### src/pkg/spcl_pkg.sv
package spcl_pkg;

  // Four-level strap codes
  localparam logic [1:0] LVL_ZERO  = 2'h0;
  localparam logic [1:0] LVL_THIRD = 2'h1;
  localparam logic [1:0] LVL_TWO3  = 2'h2;
  localparam logic [1:0] LVL_FULL  = 2'h3;

  // Three-level strap codes, 2'h3 is treated as mid
  localparam logic [1:0] TRI_ZERO  = 2'h0;
  localparam logic [1:0] TRI_MID   = 2'h1;
  localparam logic [1:0] TRI_FULL  = 2'h2;

  // Register map
  localparam logic [4:0]  MEDIA_CONFIG_DEFAULTS_ADDR = 5'h1E;
  localparam logic [15:0] MEDIA_CONFIG_RESET         = 16'h0000;

  // Field positions in media_config_defaults
  localparam int BIT_COPPER_SHORT   = 2;
  localparam int BIT_COPPER_IF      = 3;
  localparam int BIT_COPPER_LOWDRV  = 4;
  localparam int BIT_FIBRE_SHORT    = 5;
  localparam int BIT_FIBRE_FIBRE_LONG_WAVELENGTH   = 6;
  localparam int BIT_FIBRE_IF       = 7;
  localparam int BIT_TEN_MEG        = 8;
  localparam int BIT_SINGLE_RATE    = 9;
  localparam int BIT_FD_SUPPRESS    = 10;
  localparam int BIT_TRANSP_DIS     = 11;
  localparam int BIT_SCRAM_DIS      = 12;
  localparam int BIT_AUTONEG_DIS    = 14;
  localparam int BIT_HD_SUPPRESS    = 15;

  // Power-up sampling delay
  localparam int CLK_MHZ         = 125;
  localparam int SAMPLE_DELAY_US = 4;
  localparam int SAMPLE_CYCLES   = SAMPLE_DELAY_US * CLK_MHZ;

  typedef struct packed {
    logic [1:0] addr_top_warn_strap;
    logic [1:0] addr_mid_strap;
    logic [1:0] addr_low_strap;
    logic [1:0] copper_if_strap;
    logic [1:0] fibre_if_strap;
    logic [1:0] duplex_strap;
    logic [1:0] speed_strap;
  } spcl_straps_t;

  typedef struct packed {
    logic       we;
    logic [4:0] addr;
    logic [15:0] wdata;
  } spcl_mgmt_req_t;

  typedef enum logic [2:0] {
    MODE_FORCED_10,
    MODE_FORCED_100,
    MODE_NT_HALF,
    MODE_NT_FULL,
    MODE_TRANSPARENT
  } spcl_mode_t;

endpackage : spcl_pkg

### src/verilog/spcl_loader.sv
`timescale 1ns/1ps
// Contract
// - Low and mid address straps map 0,1/3,2/3,full to 00,10,11,01.
// - Top strap sets address bit 4 high at upper levels; warning at middle two.
// - Copper strap sets interface, short reach and low drive default bits.
// - Twisted pair enables scrambler unless management bit disables it.
// - Ten-metre copper reach bypasses input equalization.
// - Fibre strap sets interface, short reach and long wavelength default bits.
// - 300 m fibre reach raises signal-detect thresholds.
// - Duplex strap sets transparent-disable and full-duplex-suppress defaults.
// - Strap defaults stay writable; management writes replace them.
// - Straps sampled once shortly after power-up, later changes ignored.
// - Operating mode comes from duplex and speed straps together.
// - With warning enabled, transmitter off 425 ms per 3.8 s when one link down; the loader only drives o_link_integrity_warning.
// - Speed strap sets autoneg-disable, single-rate and ten-meg defaults.
module spcl_loader (
  input  wire logic                   i_clk_sys,
  input  wire logic                   i_rstn,
  input  wire spcl_pkg::spcl_straps_t i_straps,
  input  wire spcl_pkg::spcl_mgmt_req_t i_mgmt,
  output logic [15:0]                 o_mgmt_rdata,
  output logic [4:0]                  o_mgmt_addr,
  output logic                        o_link_integrity_warning,
  output logic                        o_straps_loaded,
  output logic                        o_scrambler_en,
  output logic                        o_eq_bypass,
  output logic                        o_sd_high_thresh,
  output spcl_pkg::spcl_mode_t        o_mode
);

  // Three-level decode, unused code reads as mid
  function automatic logic [1:0] tri_lvl(input logic [1:0] c);
    tri_lvl = (c == 2'h3) ? spcl_pkg::TRI_MID : c;
  endfunction : tri_lvl

  // Four-level address pair decode
  function automatic logic [1:0] addr_pair(input logic [1:0] c);
    case (c)
      spcl_pkg::LVL_ZERO:  addr_pair = 2'h0;
      spcl_pkg::LVL_THIRD: addr_pair = 2'h2;
      spcl_pkg::LVL_TWO3:  addr_pair = 2'h3;
      default:             addr_pair = 2'h1;
    endcase
  endfunction : addr_pair

  logic [9:0]           cnt_ff;
  logic [9:0]           nxt_cnt;
  logic                 done_ff;
  logic                 nxt_done;
  logic [15:0]          reg_ff;
  logic [15:0]          nxt_reg;
  logic [4:0]           addr_ff;
  logic [4:0]           nxt_addr;
  logic                 warn_ff;
  logic                 nxt_warn;
  spcl_pkg::spcl_mode_t mode_ff;
  spcl_pkg::spcl_mode_t nxt_mode;
  logic [15:0]          rdata_ff;
  logic [15:0]          nxt_rdata;
  logic [15:0]          strap_val;
  logic [1:0]           dup;
  logic [1:0]           spd;
  logic                 sample;

  assign sample = !done_ff && (cnt_ff == 10'(spcl_pkg::SAMPLE_CYCLES - 1));
  assign dup    = tri_lvl(i_straps.duplex_strap);
  assign spd    = tri_lvl(i_straps.speed_strap);

  always_comb begin
    strap_val = spcl_pkg::MEDIA_CONFIG_RESET;
    strap_val[spcl_pkg::BIT_COPPER_IF]     = (i_straps.copper_if_strap == spcl_pkg::LVL_THIRD);
    strap_val[spcl_pkg::BIT_COPPER_SHORT]  = i_straps.copper_if_strap[1];
    strap_val[spcl_pkg::BIT_COPPER_LOWDRV] = (i_straps.copper_if_strap == spcl_pkg::LVL_TWO3);
    strap_val[spcl_pkg::BIT_FIBRE_IF]      = (i_straps.fibre_if_strap == spcl_pkg::LVL_THIRD);
    strap_val[spcl_pkg::BIT_FIBRE_SHORT]   = (i_straps.fibre_if_strap == spcl_pkg::LVL_FULL);
    strap_val[spcl_pkg::BIT_FIBRE_FIBRE_LONG_WAVELENGTH]  =
      (i_straps.fibre_if_strap == spcl_pkg::LVL_TWO3);
    strap_val[spcl_pkg::BIT_TRANSP_DIS]    = (dup != spcl_pkg::TRI_MID);
    strap_val[spcl_pkg::BIT_FD_SUPPRESS]   = (dup == spcl_pkg::TRI_ZERO);
    strap_val[spcl_pkg::BIT_AUTONEG_DIS]   = (spd != spcl_pkg::TRI_MID);
    strap_val[spcl_pkg::BIT_SINGLE_RATE]   = (spd != spcl_pkg::TRI_MID);
    strap_val[spcl_pkg::BIT_TEN_MEG]       = (spd == spcl_pkg::TRI_ZERO);
  end

  always_comb begin
    nxt_cnt   = cnt_ff;
    nxt_done  = done_ff;
    nxt_reg   = reg_ff;
    nxt_addr  = addr_ff;
    nxt_warn  = warn_ff;
    nxt_mode  = mode_ff;
    nxt_rdata = (i_mgmt.addr == spcl_pkg::MEDIA_CONFIG_DEFAULTS_ADDR) ? reg_ff : 16'h0000;
    if (!done_ff) begin
      nxt_cnt = cnt_ff + 10'h001;
    end
    if (sample) begin
      nxt_done = 1'b1;
      nxt_reg  = strap_val;
      nxt_addr = {i_straps.addr_top_warn_strap[1],
                  addr_pair(i_straps.addr_mid_strap),
                  addr_pair(i_straps.addr_low_strap)};
      nxt_warn = (i_straps.addr_top_warn_strap == spcl_pkg::LVL_THIRD) ||
                 (i_straps.addr_top_warn_strap == spcl_pkg::LVL_TWO3);
      case (spd)
        spcl_pkg::TRI_ZERO: nxt_mode = spcl_pkg::MODE_FORCED_10;
        spcl_pkg::TRI_FULL: nxt_mode = spcl_pkg::MODE_FORCED_100;
        default: begin
          case (dup)
            spcl_pkg::TRI_ZERO: nxt_mode = spcl_pkg::MODE_NT_HALF;
            spcl_pkg::TRI_FULL: nxt_mode = spcl_pkg::MODE_NT_FULL;
            default:            nxt_mode = spcl_pkg::MODE_TRANSPARENT;
          endcase
        end
      endcase
    end else if (done_ff && i_mgmt.we &&
                 i_mgmt.addr == spcl_pkg::MEDIA_CONFIG_DEFAULTS_ADDR) begin
      nxt_reg = i_mgmt.wdata;
    end
  end

  always_ff @(posedge i_clk_sys) begin
    if (!i_rstn) begin
      cnt_ff   <= 10'h000;
      done_ff  <= 1'b0;
      reg_ff   <= spcl_pkg::MEDIA_CONFIG_RESET;
      addr_ff  <= 5'h00;
      warn_ff  <= 1'b0;
      mode_ff  <= spcl_pkg::MODE_TRANSPARENT;
      rdata_ff <= 16'h0000;
    end else begin
      cnt_ff   <= nxt_cnt;
      done_ff  <= nxt_done;
      reg_ff   <= nxt_reg;
      addr_ff  <= nxt_addr;
      warn_ff  <= nxt_warn;
      mode_ff  <= nxt_mode;
      rdata_ff <= nxt_rdata;
    end
  end

  assign o_mgmt_rdata             = rdata_ff;
  assign o_mgmt_addr              = addr_ff;
  assign o_link_integrity_warning = warn_ff;
  assign o_straps_loaded          = done_ff;
  assign o_mode                   = mode_ff;
  assign o_scrambler_en   = !reg_ff[spcl_pkg::BIT_COPPER_IF] &&
                            !reg_ff[spcl_pkg::BIT_SCRAM_DIS];
  assign o_eq_bypass      = !reg_ff[spcl_pkg::BIT_COPPER_IF] &&
                            reg_ff[spcl_pkg::BIT_COPPER_SHORT] &&
                            !reg_ff[spcl_pkg::BIT_COPPER_LOWDRV];
  assign o_sd_high_thresh = !reg_ff[spcl_pkg::BIT_FIBRE_IF] &&
                            reg_ff[spcl_pkg::BIT_FIBRE_SHORT];

  chk_load_once: assert property (@(posedge i_clk_sys) disable iff (!i_rstn)
    done_ff |=> done_ff && $stable(addr_ff) && $stable(warn_ff))
    else $error("strap values changed after load");
  chk_load_time: assert property (@(posedge i_clk_sys) disable iff (!i_rstn)
    $rose(done_ff) |-> $past(cnt_ff) == 10'(spcl_pkg::SAMPLE_CYCLES - 1))
    else $error("load at wrong cycle");
  chk_warn_levels: assert property (@(posedge i_clk_sys) disable iff (!i_rstn)
    sample |=> warn_ff == (addr_ff[4] ^ $past(i_straps.addr_top_warn_strap[0])))
    else $error("warning enable wrong");
  chk_addr_low: assert property (@(posedge i_clk_sys) disable iff (!i_rstn)
    sample && i_straps.addr_low_strap == spcl_pkg::LVL_FULL |=> addr_ff[1:0] == 2'h1)
    else $error("low address decode wrong");
  chk_copper_short: assert property (@(posedge i_clk_sys) disable iff (!i_rstn)
    sample && i_straps.copper_if_strap == spcl_pkg::LVL_TWO3 |=>
      reg_ff[4:2] == 3'h5)
    else $error("copper defaults wrong");
  chk_fibre_bits: assert property (@(posedge i_clk_sys) disable iff (!i_rstn)
    sample && i_straps.fibre_if_strap == spcl_pkg::LVL_FULL |=> reg_ff[7:5] == 3'h1)
    else $error("fibre defaults wrong");
  chk_duplex_zero: assert property (@(posedge i_clk_sys) disable iff (!i_rstn)
    sample && dup == spcl_pkg::TRI_ZERO |=> reg_ff[11:10] == 2'h3 && !reg_ff[15])
    else $error("duplex defaults wrong");
  chk_speed_full: assert property (@(posedge i_clk_sys) disable iff (!i_rstn)
    sample && spd == spcl_pkg::TRI_FULL |=> reg_ff[14] && reg_ff[9] && !reg_ff[8])
    else $error("speed defaults wrong");
  chk_mgmt_write: assert property (@(posedge i_clk_sys) disable iff (!i_rstn)
    done_ff && i_mgmt.we && i_mgmt.addr == spcl_pkg::MEDIA_CONFIG_DEFAULTS_ADDR |=>
      reg_ff == $past(i_mgmt.wdata))
    else $error("management write lost");
  chk_mode_forced: assert property (@(posedge i_clk_sys) disable iff (!i_rstn)
    sample && spd == spcl_pkg::TRI_ZERO |=> o_mode == spcl_pkg::MODE_FORCED_10)
    else $error("mode decode wrong");
  chk_addr_mid_third: assert property (@(posedge i_clk_sys) disable iff (!i_rstn)
    sample && i_straps.addr_mid_strap == spcl_pkg::LVL_THIRD |=>
      addr_ff[3:2] == 2'h2)
    else $error("mid address decode wrong");
  chk_addr_mid_two3: assert property (@(posedge i_clk_sys) disable iff (!i_rstn)
    sample && i_straps.addr_mid_strap == spcl_pkg::LVL_TWO3 |=>
      addr_ff[3:2] == 2'h3)
    else $error("mid address decode wrong");
  chk_addr_low_zero: assert property (@(posedge i_clk_sys) disable iff (!i_rstn)
    sample && i_straps.addr_low_strap == spcl_pkg::LVL_ZERO |=>
      addr_ff[1:0] == 2'h0)
    else $error("low address decode wrong");
  chk_addr_top_low: assert property (@(posedge i_clk_sys) disable iff (!i_rstn)
    sample && (i_straps.addr_top_warn_strap == spcl_pkg::LVL_ZERO ||
               i_straps.addr_top_warn_strap == spcl_pkg::LVL_THIRD) |=> !addr_ff[4])
    else $error("address bit 4 wrong");
  chk_addr_top_high: assert property (@(posedge i_clk_sys) disable iff (!i_rstn)
    sample && (i_straps.addr_top_warn_strap == spcl_pkg::LVL_TWO3 ||
               i_straps.addr_top_warn_strap == spcl_pkg::LVL_FULL) |=> addr_ff[4])
    else $error("address bit 4 wrong");
  chk_warn_ends: assert property (@(posedge i_clk_sys) disable iff (!i_rstn)
    sample && (i_straps.addr_top_warn_strap == spcl_pkg::LVL_ZERO ||
               i_straps.addr_top_warn_strap == spcl_pkg::LVL_FULL) |=> !warn_ff)
    else $error("warning enabled at end level");
  chk_copper_pecl: assert property (@(posedge i_clk_sys) disable iff (!i_rstn)
    sample && i_straps.copper_if_strap == spcl_pkg::LVL_THIRD |=>
      reg_ff[4:2] == 3'h2)
    else $error("copper defaults wrong");
  chk_copper_long: assert property (@(posedge i_clk_sys) disable iff (!i_rstn)
    sample && i_straps.copper_if_strap == spcl_pkg::LVL_FULL |=>
      reg_ff[4:2] == 3'h1)
    else $error("copper defaults wrong");
  chk_copper_std: assert property (@(posedge i_clk_sys) disable iff (!i_rstn)
    sample && i_straps.copper_if_strap == spcl_pkg::LVL_ZERO |=>
      reg_ff[4:2] == 3'h0)
    else $error("copper defaults wrong");
  chk_fibre_pecl: assert property (@(posedge i_clk_sys) disable iff (!i_rstn)
    sample && i_straps.fibre_if_strap == spcl_pkg::LVL_THIRD |=>
      reg_ff[7:5] == 3'h4)
    else $error("fibre defaults wrong");
  chk_fibre_fibre_long_wavelength: assert property (@(posedge i_clk_sys) disable iff (!i_rstn)
    sample && i_straps.fibre_if_strap == spcl_pkg::LVL_TWO3 |=>
      reg_ff[7:5] == 3'h2)
    else $error("fibre defaults wrong");
  chk_duplex_mid: assert property (@(posedge i_clk_sys) disable iff (!i_rstn)
    sample && dup == spcl_pkg::TRI_MID |=>
      reg_ff[11:10] == 2'h0 && !reg_ff[15])
    else $error("duplex defaults wrong");
  chk_duplex_full: assert property (@(posedge i_clk_sys) disable iff (!i_rstn)
    sample && dup == spcl_pkg::TRI_FULL |=>
      reg_ff[11:10] == 2'h2 && !reg_ff[15])
    else $error("duplex defaults wrong");
  chk_duplex_unused: assert property (@(posedge i_clk_sys) disable iff (!i_rstn)
    sample && i_straps.duplex_strap == 2'h3 |=>
      reg_ff[11:10] == 2'h0)
    else $error("unused duplex code not mid");
  chk_speed_zero: assert property (@(posedge i_clk_sys) disable iff (!i_rstn)
    sample && spd == spcl_pkg::TRI_ZERO |=>
      reg_ff[14] && reg_ff[9] && reg_ff[8])
    else $error("speed defaults wrong");
  chk_speed_mid: assert property (@(posedge i_clk_sys) disable iff (!i_rstn)
    sample && spd == spcl_pkg::TRI_MID |=>
      !reg_ff[14] && !reg_ff[9] && !reg_ff[8])
    else $error("speed defaults wrong");
  chk_mode_fast: assert property (@(posedge i_clk_sys) disable iff (!i_rstn)
    sample && spd == spcl_pkg::TRI_FULL |=>
      o_mode == spcl_pkg::MODE_FORCED_100)
    else $error("mode decode wrong");
  chk_mode_half: assert property (@(posedge i_clk_sys) disable iff (!i_rstn)
    sample && spd == spcl_pkg::TRI_MID && dup == spcl_pkg::TRI_ZERO |=>
      o_mode == spcl_pkg::MODE_NT_HALF)
    else $error("mode decode wrong");
  chk_mode_full: assert property (@(posedge i_clk_sys) disable iff (!i_rstn)
    sample && spd == spcl_pkg::TRI_MID && dup == spcl_pkg::TRI_FULL |=>
      o_mode == spcl_pkg::MODE_NT_FULL)
    else $error("mode decode wrong");
  chk_mode_transp: assert property (@(posedge i_clk_sys) disable iff (!i_rstn)
    sample && spd == spcl_pkg::TRI_MID && dup == spcl_pkg::TRI_MID |=>
      o_mode == spcl_pkg::MODE_TRANSPARENT)
    else $error("mode decode wrong");
  chk_mode_held: assert property (@(posedge i_clk_sys) disable iff (!i_rstn)
    done_ff |=>
      $stable(mode_ff))
    else $error("mode changed after load");
  chk_scram_default: assert property (@(posedge i_clk_sys) disable iff (!i_rstn)
    $rose(done_ff) && !reg_ff[spcl_pkg::BIT_COPPER_IF] |->
      o_scrambler_en)
    else $error("scrambler not enabled on twisted pair");
  chk_scram_off: assert property (@(posedge i_clk_sys) disable iff (!i_rstn)
    reg_ff[spcl_pkg::BIT_SCRAM_DIS] |->
      !o_scrambler_en)
    else $error("scrambler disable ignored");
  chk_eq_bypass: assert property (@(posedge i_clk_sys) disable iff (!i_rstn)
    sample && i_straps.copper_if_strap == spcl_pkg::LVL_FULL |=>
      o_eq_bypass)
    else $error("equalizer not bypassed");
  chk_eq_kept: assert property (@(posedge i_clk_sys) disable iff (!i_rstn)
    sample && i_straps.copper_if_strap == spcl_pkg::LVL_TWO3 |=>
      !o_eq_bypass)
    else $error("equalizer bypassed wrongly");
  chk_sd_raised: assert property (@(posedge i_clk_sys) disable iff (!i_rstn)
    sample && i_straps.fibre_if_strap == spcl_pkg::LVL_FULL |=>
      o_sd_high_thresh)
    else $error("signal detect threshold not raised");
  chk_sd_normal: assert property (@(posedge i_clk_sys) disable iff (!i_rstn)
    sample && i_straps.fibre_if_strap == spcl_pkg::LVL_TWO3 |=>
      !o_sd_high_thresh)
    else $error("signal detect threshold raised wrongly");
  chk_early_write: assert property (@(posedge i_clk_sys) disable iff (!i_rstn)
    !done_ff && !sample |=>
      reg_ff == spcl_pkg::MEDIA_CONFIG_RESET)
    else $error("register changed before load");
  chk_other_addr: assert property (@(posedge i_clk_sys) disable iff (!i_rstn)
    done_ff && i_mgmt.we && i_mgmt.addr != spcl_pkg::MEDIA_CONFIG_DEFAULTS_ADDR |=>
      $stable(reg_ff))
    else $error("write to other address landed");
  chk_read_data: assert property (@(posedge i_clk_sys) disable iff (!i_rstn)
    i_mgmt.addr == spcl_pkg::MEDIA_CONFIG_DEFAULTS_ADDR |=>
      o_mgmt_rdata == $past(reg_ff))
    else $error("read data wrong");
  chk_read_other: assert property (@(posedge i_clk_sys) disable iff (!i_rstn)
    i_mgmt.addr != spcl_pkg::MEDIA_CONFIG_DEFAULTS_ADDR |=>
      o_mgmt_rdata == 16'h0000)
    else $error("read of other address not zero");

  cov_load:       cover property (@(posedge i_clk_sys) disable iff (!i_rstn) $rose(done_ff));
  cov_write:      cover property (@(posedge i_clk_sys) disable iff (!i_rstn)
    done_ff && i_mgmt.we);
  cov_transp:     cover property (@(posedge i_clk_sys) disable iff (!i_rstn)
    sample && spd == spcl_pkg::TRI_MID && dup == spcl_pkg::TRI_MID);
  cov_warn:       cover property (@(posedge i_clk_sys) disable iff (!i_rstn) $rose(warn_ff));
  cov_refused:    cover property (@(posedge i_clk_sys) disable iff (!i_rstn)
    done_ff && i_mgmt.we && i_mgmt.addr != spcl_pkg::MEDIA_CONFIG_DEFAULTS_ADDR);

endmodule : spcl_loader

### config.mk
export PLATFORM = sky130hd
export DESIGN_NAME = spcl_loader
export DESIGN_NICKNAME = d
export VERILOG_FILES = /design/src/pkg/spcl_pkg.sv /design/src/verilog/spcl_loader.sv
export SDC_FILE = /design/constraint.sdc
export NUM_CORES = 1
export LEC_CHECK = 0
export ABC_AREA = 1
export BUFFER_PORTS_ARGS = -buffer_cell sky130_fd_sc_hd__buf_2
export CAP_MARGIN = 20
export CORE_MARGIN = 5
export CORE_UTILIZATION = 40
export CTS_CLUSTER_SIZE = 10
export DETAILED_ROUTE_END_ITERATION = 10
export GPL_TIMING_DRIVEN = 0
export PLACE_DENSITY = 0.65
export SETUP_SLACK_MARGIN = 0.1
export SLEW_MARGIN = 20
export SYNTH_ARGS = -nofsm -noshare
export SYNTH_HDL_FRONTEND = slang
export SYNTH_SLANG_ARGS = --single-unit
export TNS_END_PERCENT = 30
### constraint.sdc
create_clock -name i_clk_sys -period 1.9 [get_ports i_clk_sys]
set_input_delay 0.19 -clock i_clk_sys [delete_from_list [all_inputs] [get_ports i_clk_sys]]
set_output_delay 0.19 -clock i_clk_sys [all_outputs]
set_load 0.01 [all_outputs]
Word level (Yosys, flattened, before mapping)
Index checks and enable logic that the tools add are counted.
- muxes and demuxes: 8
- bitwise gates (word level): 1
- reduce and logical (&&, ||, !) cells: 20
- equal/unequal tests: 19
- add/subtract/negate cells: 1
- operators with widths (kind ; count):
    15-bit two-way mux ; 2
    2-bit equality test, second input constant ; 10
    2-bit one-hot mux with 3 select lines ; 2
    3-bit one-hot mux with 2 select lines ; 2
    10-bit by 1-bit adder with 10-bit output, second input constant ; 1
    10-bit by 9-bit equality test with 1-bit output, second input constant ; 1
    2-bit by 1-bit equality test with 1-bit output, second input constant ; 5
    2-bit logical NOT ; 4
    1-bit logical AND ; 7
    5-bit equality test, second input constant ; 1
    1-bit logical NOT ; 5
    2-bit two-way mux ; 2
    2-bit by 1-bit != test with 1-bit output, second input constant ; 2
    2-bit AND reduction ; 1
    2-bit nonzero test ; 1
    2-bit OR reduction ; 1
    1-bit logical OR ; 1
    1-bit NOT ; 1
- register bits after elaboration: 52

Logic depth before layout (Yosys ltp)
- depth after elaboration: 5
- mapped depth: 9
- gate-level depth less buffers: 9

Worst setup path before layout
No wires, ideal clock.
- kind: register -> register
- from: register cnt_ff[1]
- to: register reg_ff[11]
- path buffers: 1
- setup time: 0.122 ns
- clock period less this slack: 1.375 ns
- cell stages (with the launch flop): 8
- path slack: 0.525 ns
- data required time: 1.778 ns
- arrival: 1.254 ns
- path through: dfxtp_1 -> ha_1 -> nand2_1 -> nor2_1 -> nand3_1 -> buf_2 -> o21ai_0 -> a21oi_1
- longest elaborated chain between the ends: 3
- RTL lines (item ; RTL line ; text):
    start, declared ; spcl_loader.sv:46 ; logic [9:0] cnt_ff;
    start signal, assigned ; spcl_loader.sv:131 ; cnt_ff <= nxt_cnt;
    10-bit by 9-bit equality test with 1-bit output (*) ; spcl_loader.sv:65 ; assign sample = !done_ff && (cnt_ff == 10'(spcl_pkg::SAMPLE_CYCLES - 1));
    1-bit logical AND (*) ; spcl_loader.sv:65 ;
    15-bit two-way mux or 2-bit nonzero test (tied branches) ; -- ;
    end signal, assigned ; spcl_loader.sv:125 ; reg_ff <= spcl_pkg::MEDIA_CONFIG_RESET;
    end signal, assigned ; spcl_loader.sv:133 ; reg_ff <= nxt_reg;
    end, declared ; spcl_loader.sv:50 ; logic [15:0] reg_ff;
Mark *: on every way between the ends. The rest lies on a longest branch, timed or not.
A chain may end at the register's enable or synchronous reset.

Worst setup path in the final report
Same ends and word-level chain as after synthesis.

==> run summary <==
final wirelength - 4890 um
mux cell area share after synthesis - 0%
Synth Area in Simple Gates - 28.2%
CP max FO - 10
Mapped Area - 2090 um^2
Post-Route Utilization - 51.3%
Critical Path Start - cnt_ff[1]$_SDFFE_PN0N_
CP top delay family - flip-flops
syn nets - 329
Die Area - 6770 um^2
global-route wire length before repair - 8060 um
minimum clock period - 1550 ps
post-synthesis adder-cell area fraction - 3.00%
number of max-cap violations - 0
Post-CTS Hold Fix Bufs - 0
WP data required - 2080 ps
RSZ-0062 raised after global routing - false
vias in the first global route - 1850
clk buf depth - 2
Syn Inst Count - 286
core footprint - 5070 um^2
CP Capture Type - flop
Multi-input gate area - 860 um^2
hold slack - 138 ps
Yosys reg bits - 52
sequential share of the synthesized area - 49.9%
setup TNS - 0 ps
worst reg2reg path startpoint - cnt_ff[1]$_SDFFE_PN0N_
PortBufs - 66
CP max stage cell - dfxtp_1
die extent in x - 82.3 um
TritonCTS clock tree - done
CTS buffer count - 5
Rel. slew slack - 66.6%
Tcrit/Tclk final - 81.7%
Buf+Inv Stages, Crit Path - 1
initial DRC count - 113
Yosys warnings - 0
routed via count - 1938
initial antenna violation count - 0
ANT nets after route - 0
area delta synth->final - 24.6%
worst-path cell chain - ha_1 > nand2_1 > nor2_1 > nand3_2 > buf_2 > o21ai_0 > a21oi_1
commonest cells after routing, fill and taps aside - buf_2 (67), nor2_1 (59), dfxtp_1 (52)
largest net degree at the start of global routing - 15
Distinct cells, synth - 21
final setup fails - 0
Final Hold Viols - 0
worst-margin pin slew - 501 ps
GRT overflow - 0
dpl hpwl - 3720 um
TritonRoute pass-1 iters - 4
final net count - 402
largest family of logic cells by synthesized area - simple AND/OR/NAND/NOR gates
Total Routing Usage GR - 15.3%
Clock Pin Slew Worst Setup and Hold Paths - 90 ps
Post-CTS Setup Inserts - 0
post-synthesis xor/xnor area fraction - 0.419%
leakage - 1.27 nW
VDD IR max - 0.369 mV
Worst setup SP type - flop
Starting Density - 41.1%
Vias/cell - 4.51
Top-Level Pins - 67
Compound-Gate Fraction of Synth Area - 9.35%
Power Dens Cells - 702 nW/um^2
worst-case clock skew - 4.51 ps
drc violations - 0
status - complete, no violations
CTS Sinks - 52
clock latency at the later pin of the worst-skew pair - 290 ps
DP Cell Count - 422
reg2reg setup slack - 350 ps
f_max - 644 MHz
crit path DAT - 1730 ps
Clock H-tree levels - 2
Max Slew Vio Count - 0
DR WL/cell - 11.4 um
Die H - 82.3 um
Mapped Avg Cell Area - 7.30 um^2
Worst Min Path Start - i_mgmt[9]
fin cells - 430
FILL cells - 536
layout cells sized above 1 - 22.5%
FP Rows - 26
GPL Wtd Cong - 0.833
type of the most critical hold path - input pin to flop
crit-path max cell delay - 380 ps
# diodes - 0
sequential cell area - 1040 um^2
clock root cell - clkbuf_8
crit path kind - flop to flop
Tot Pwr - 0.00183 W
most common cell after layout, fill and taps aside - buf_2
synth_stat cells:
library cell	n	area share (%)
nor2_1	59	11
dfxtp_1	52	50
nand2_1	49	8.8
inv_1	40	7.2
nand3_1	22	5.3
o21ai_0	21	5.0
a21oi_1	18	4.3
ha_1	5	3.0
nor3_1	4	0.96
clkbuf_1	3	0.54
clkinv_1	2	0.36
nand4_1	2	0.60
buf_2	1	0.24
buf_4	1	0.36
buf_6	1	0.54
nand2_2	1	0.30
nand3_2	1	0.48
nor2_2	1	0.30
nor2_4	1	0.54
or2_2	1	0.30
xnor2_1	1	0.42
final cells by class:
cell class              instances  share of cell area, %
multi-input cells             186                   33.0
well taps                      70                   3.37
repair buffers                 66                   12.7
flip-flops and latches         52                   40.0
clock buffers                   8                   3.46
plain buffers                   6                   1.35
inverters                      42                   6.06
worst paths after layout:
| kind | to | cells after the start |
|---|---|---|
| setup / recovery | reg_ff[11]$_SDFFE_PN0P_ | 7 |
| hold / removal | reg_ff[9]$_SDFFE_PN0P_ | 3 |
| setup reg to reg | reg_ff[11]$_SDFFE_PN0P_ | 7 |
| hold reg to reg | o_mgmt_rdata[11]$_SDFF_PN0_ | 2 |
metal layers:
layer | wire [um] | part of all wire [%] | global-route usage [%] | up-vias
li1 | - | - | - | 1038
met1 | 2170 | 44 | 18.7 | 849
met2 | 2310 | 47 | 26.6 | 47
met3 | 367 | 7.5 | 4.12 | 4
met4 | 37 | 0.76 | 3.65 | 0
met5 | 0 | 0 | 0 | -
through the flow:
step                      setup WS (ps)  area (um^2)
after floorplan                     525         2090
after global placement              283         2510
after detailed placement            262         2510
after CTS                           231         2600
after global routing                117         2600
final                               347         2600
power breakdown:
group | total (W) | internal (W) | switching [W]
Combinational | 0.0000976 | 0.0000450 | 0.0000527
Sequential | 0.00110 | 0.00109 | 0.00000530
Clock | 0.000629 | 0.000298 | 0.000332
Total | 0.00183 | 0.00144 | 0.000390
cells by family (layout without fill, tap and decap cells):
group | Yosys count | count (layout)
compound gates | 39 | 39
xor+xnor | 1 | 1
fa+ha+maj | 5 | 5
buf+inv | 48 | 122
flops | 52 | 52
simple gates | 141 | 141
state kept, by name (all words and copies together), names as in the netlist:
name,flops
o_mgmt_addr,5
o_mode,3
reg_ff,16
o_link_integrity_warning,1
o_mgmt_rdata,16
cnt_ff,10
o_straps_loaded,1
worst register-to-register path: cells and delay by family, from the launching register on:
| family | cells | cell delay [ps] |
|---|---|---|
| buf+inv | 1 | 240 |
| simple gates | 3 | 350 |
| fa+ha+maj | 1 | 240 |
| compound gates | 2 | 250 |
| flops | 1 | 380 |
timing repair:
action	4_1_cts	5_1_grt
hold endpoints to repair	0	0
setup endpoints to repair	0	4
gates resized for setup	0	1
(Power assumes the default switching activity.)
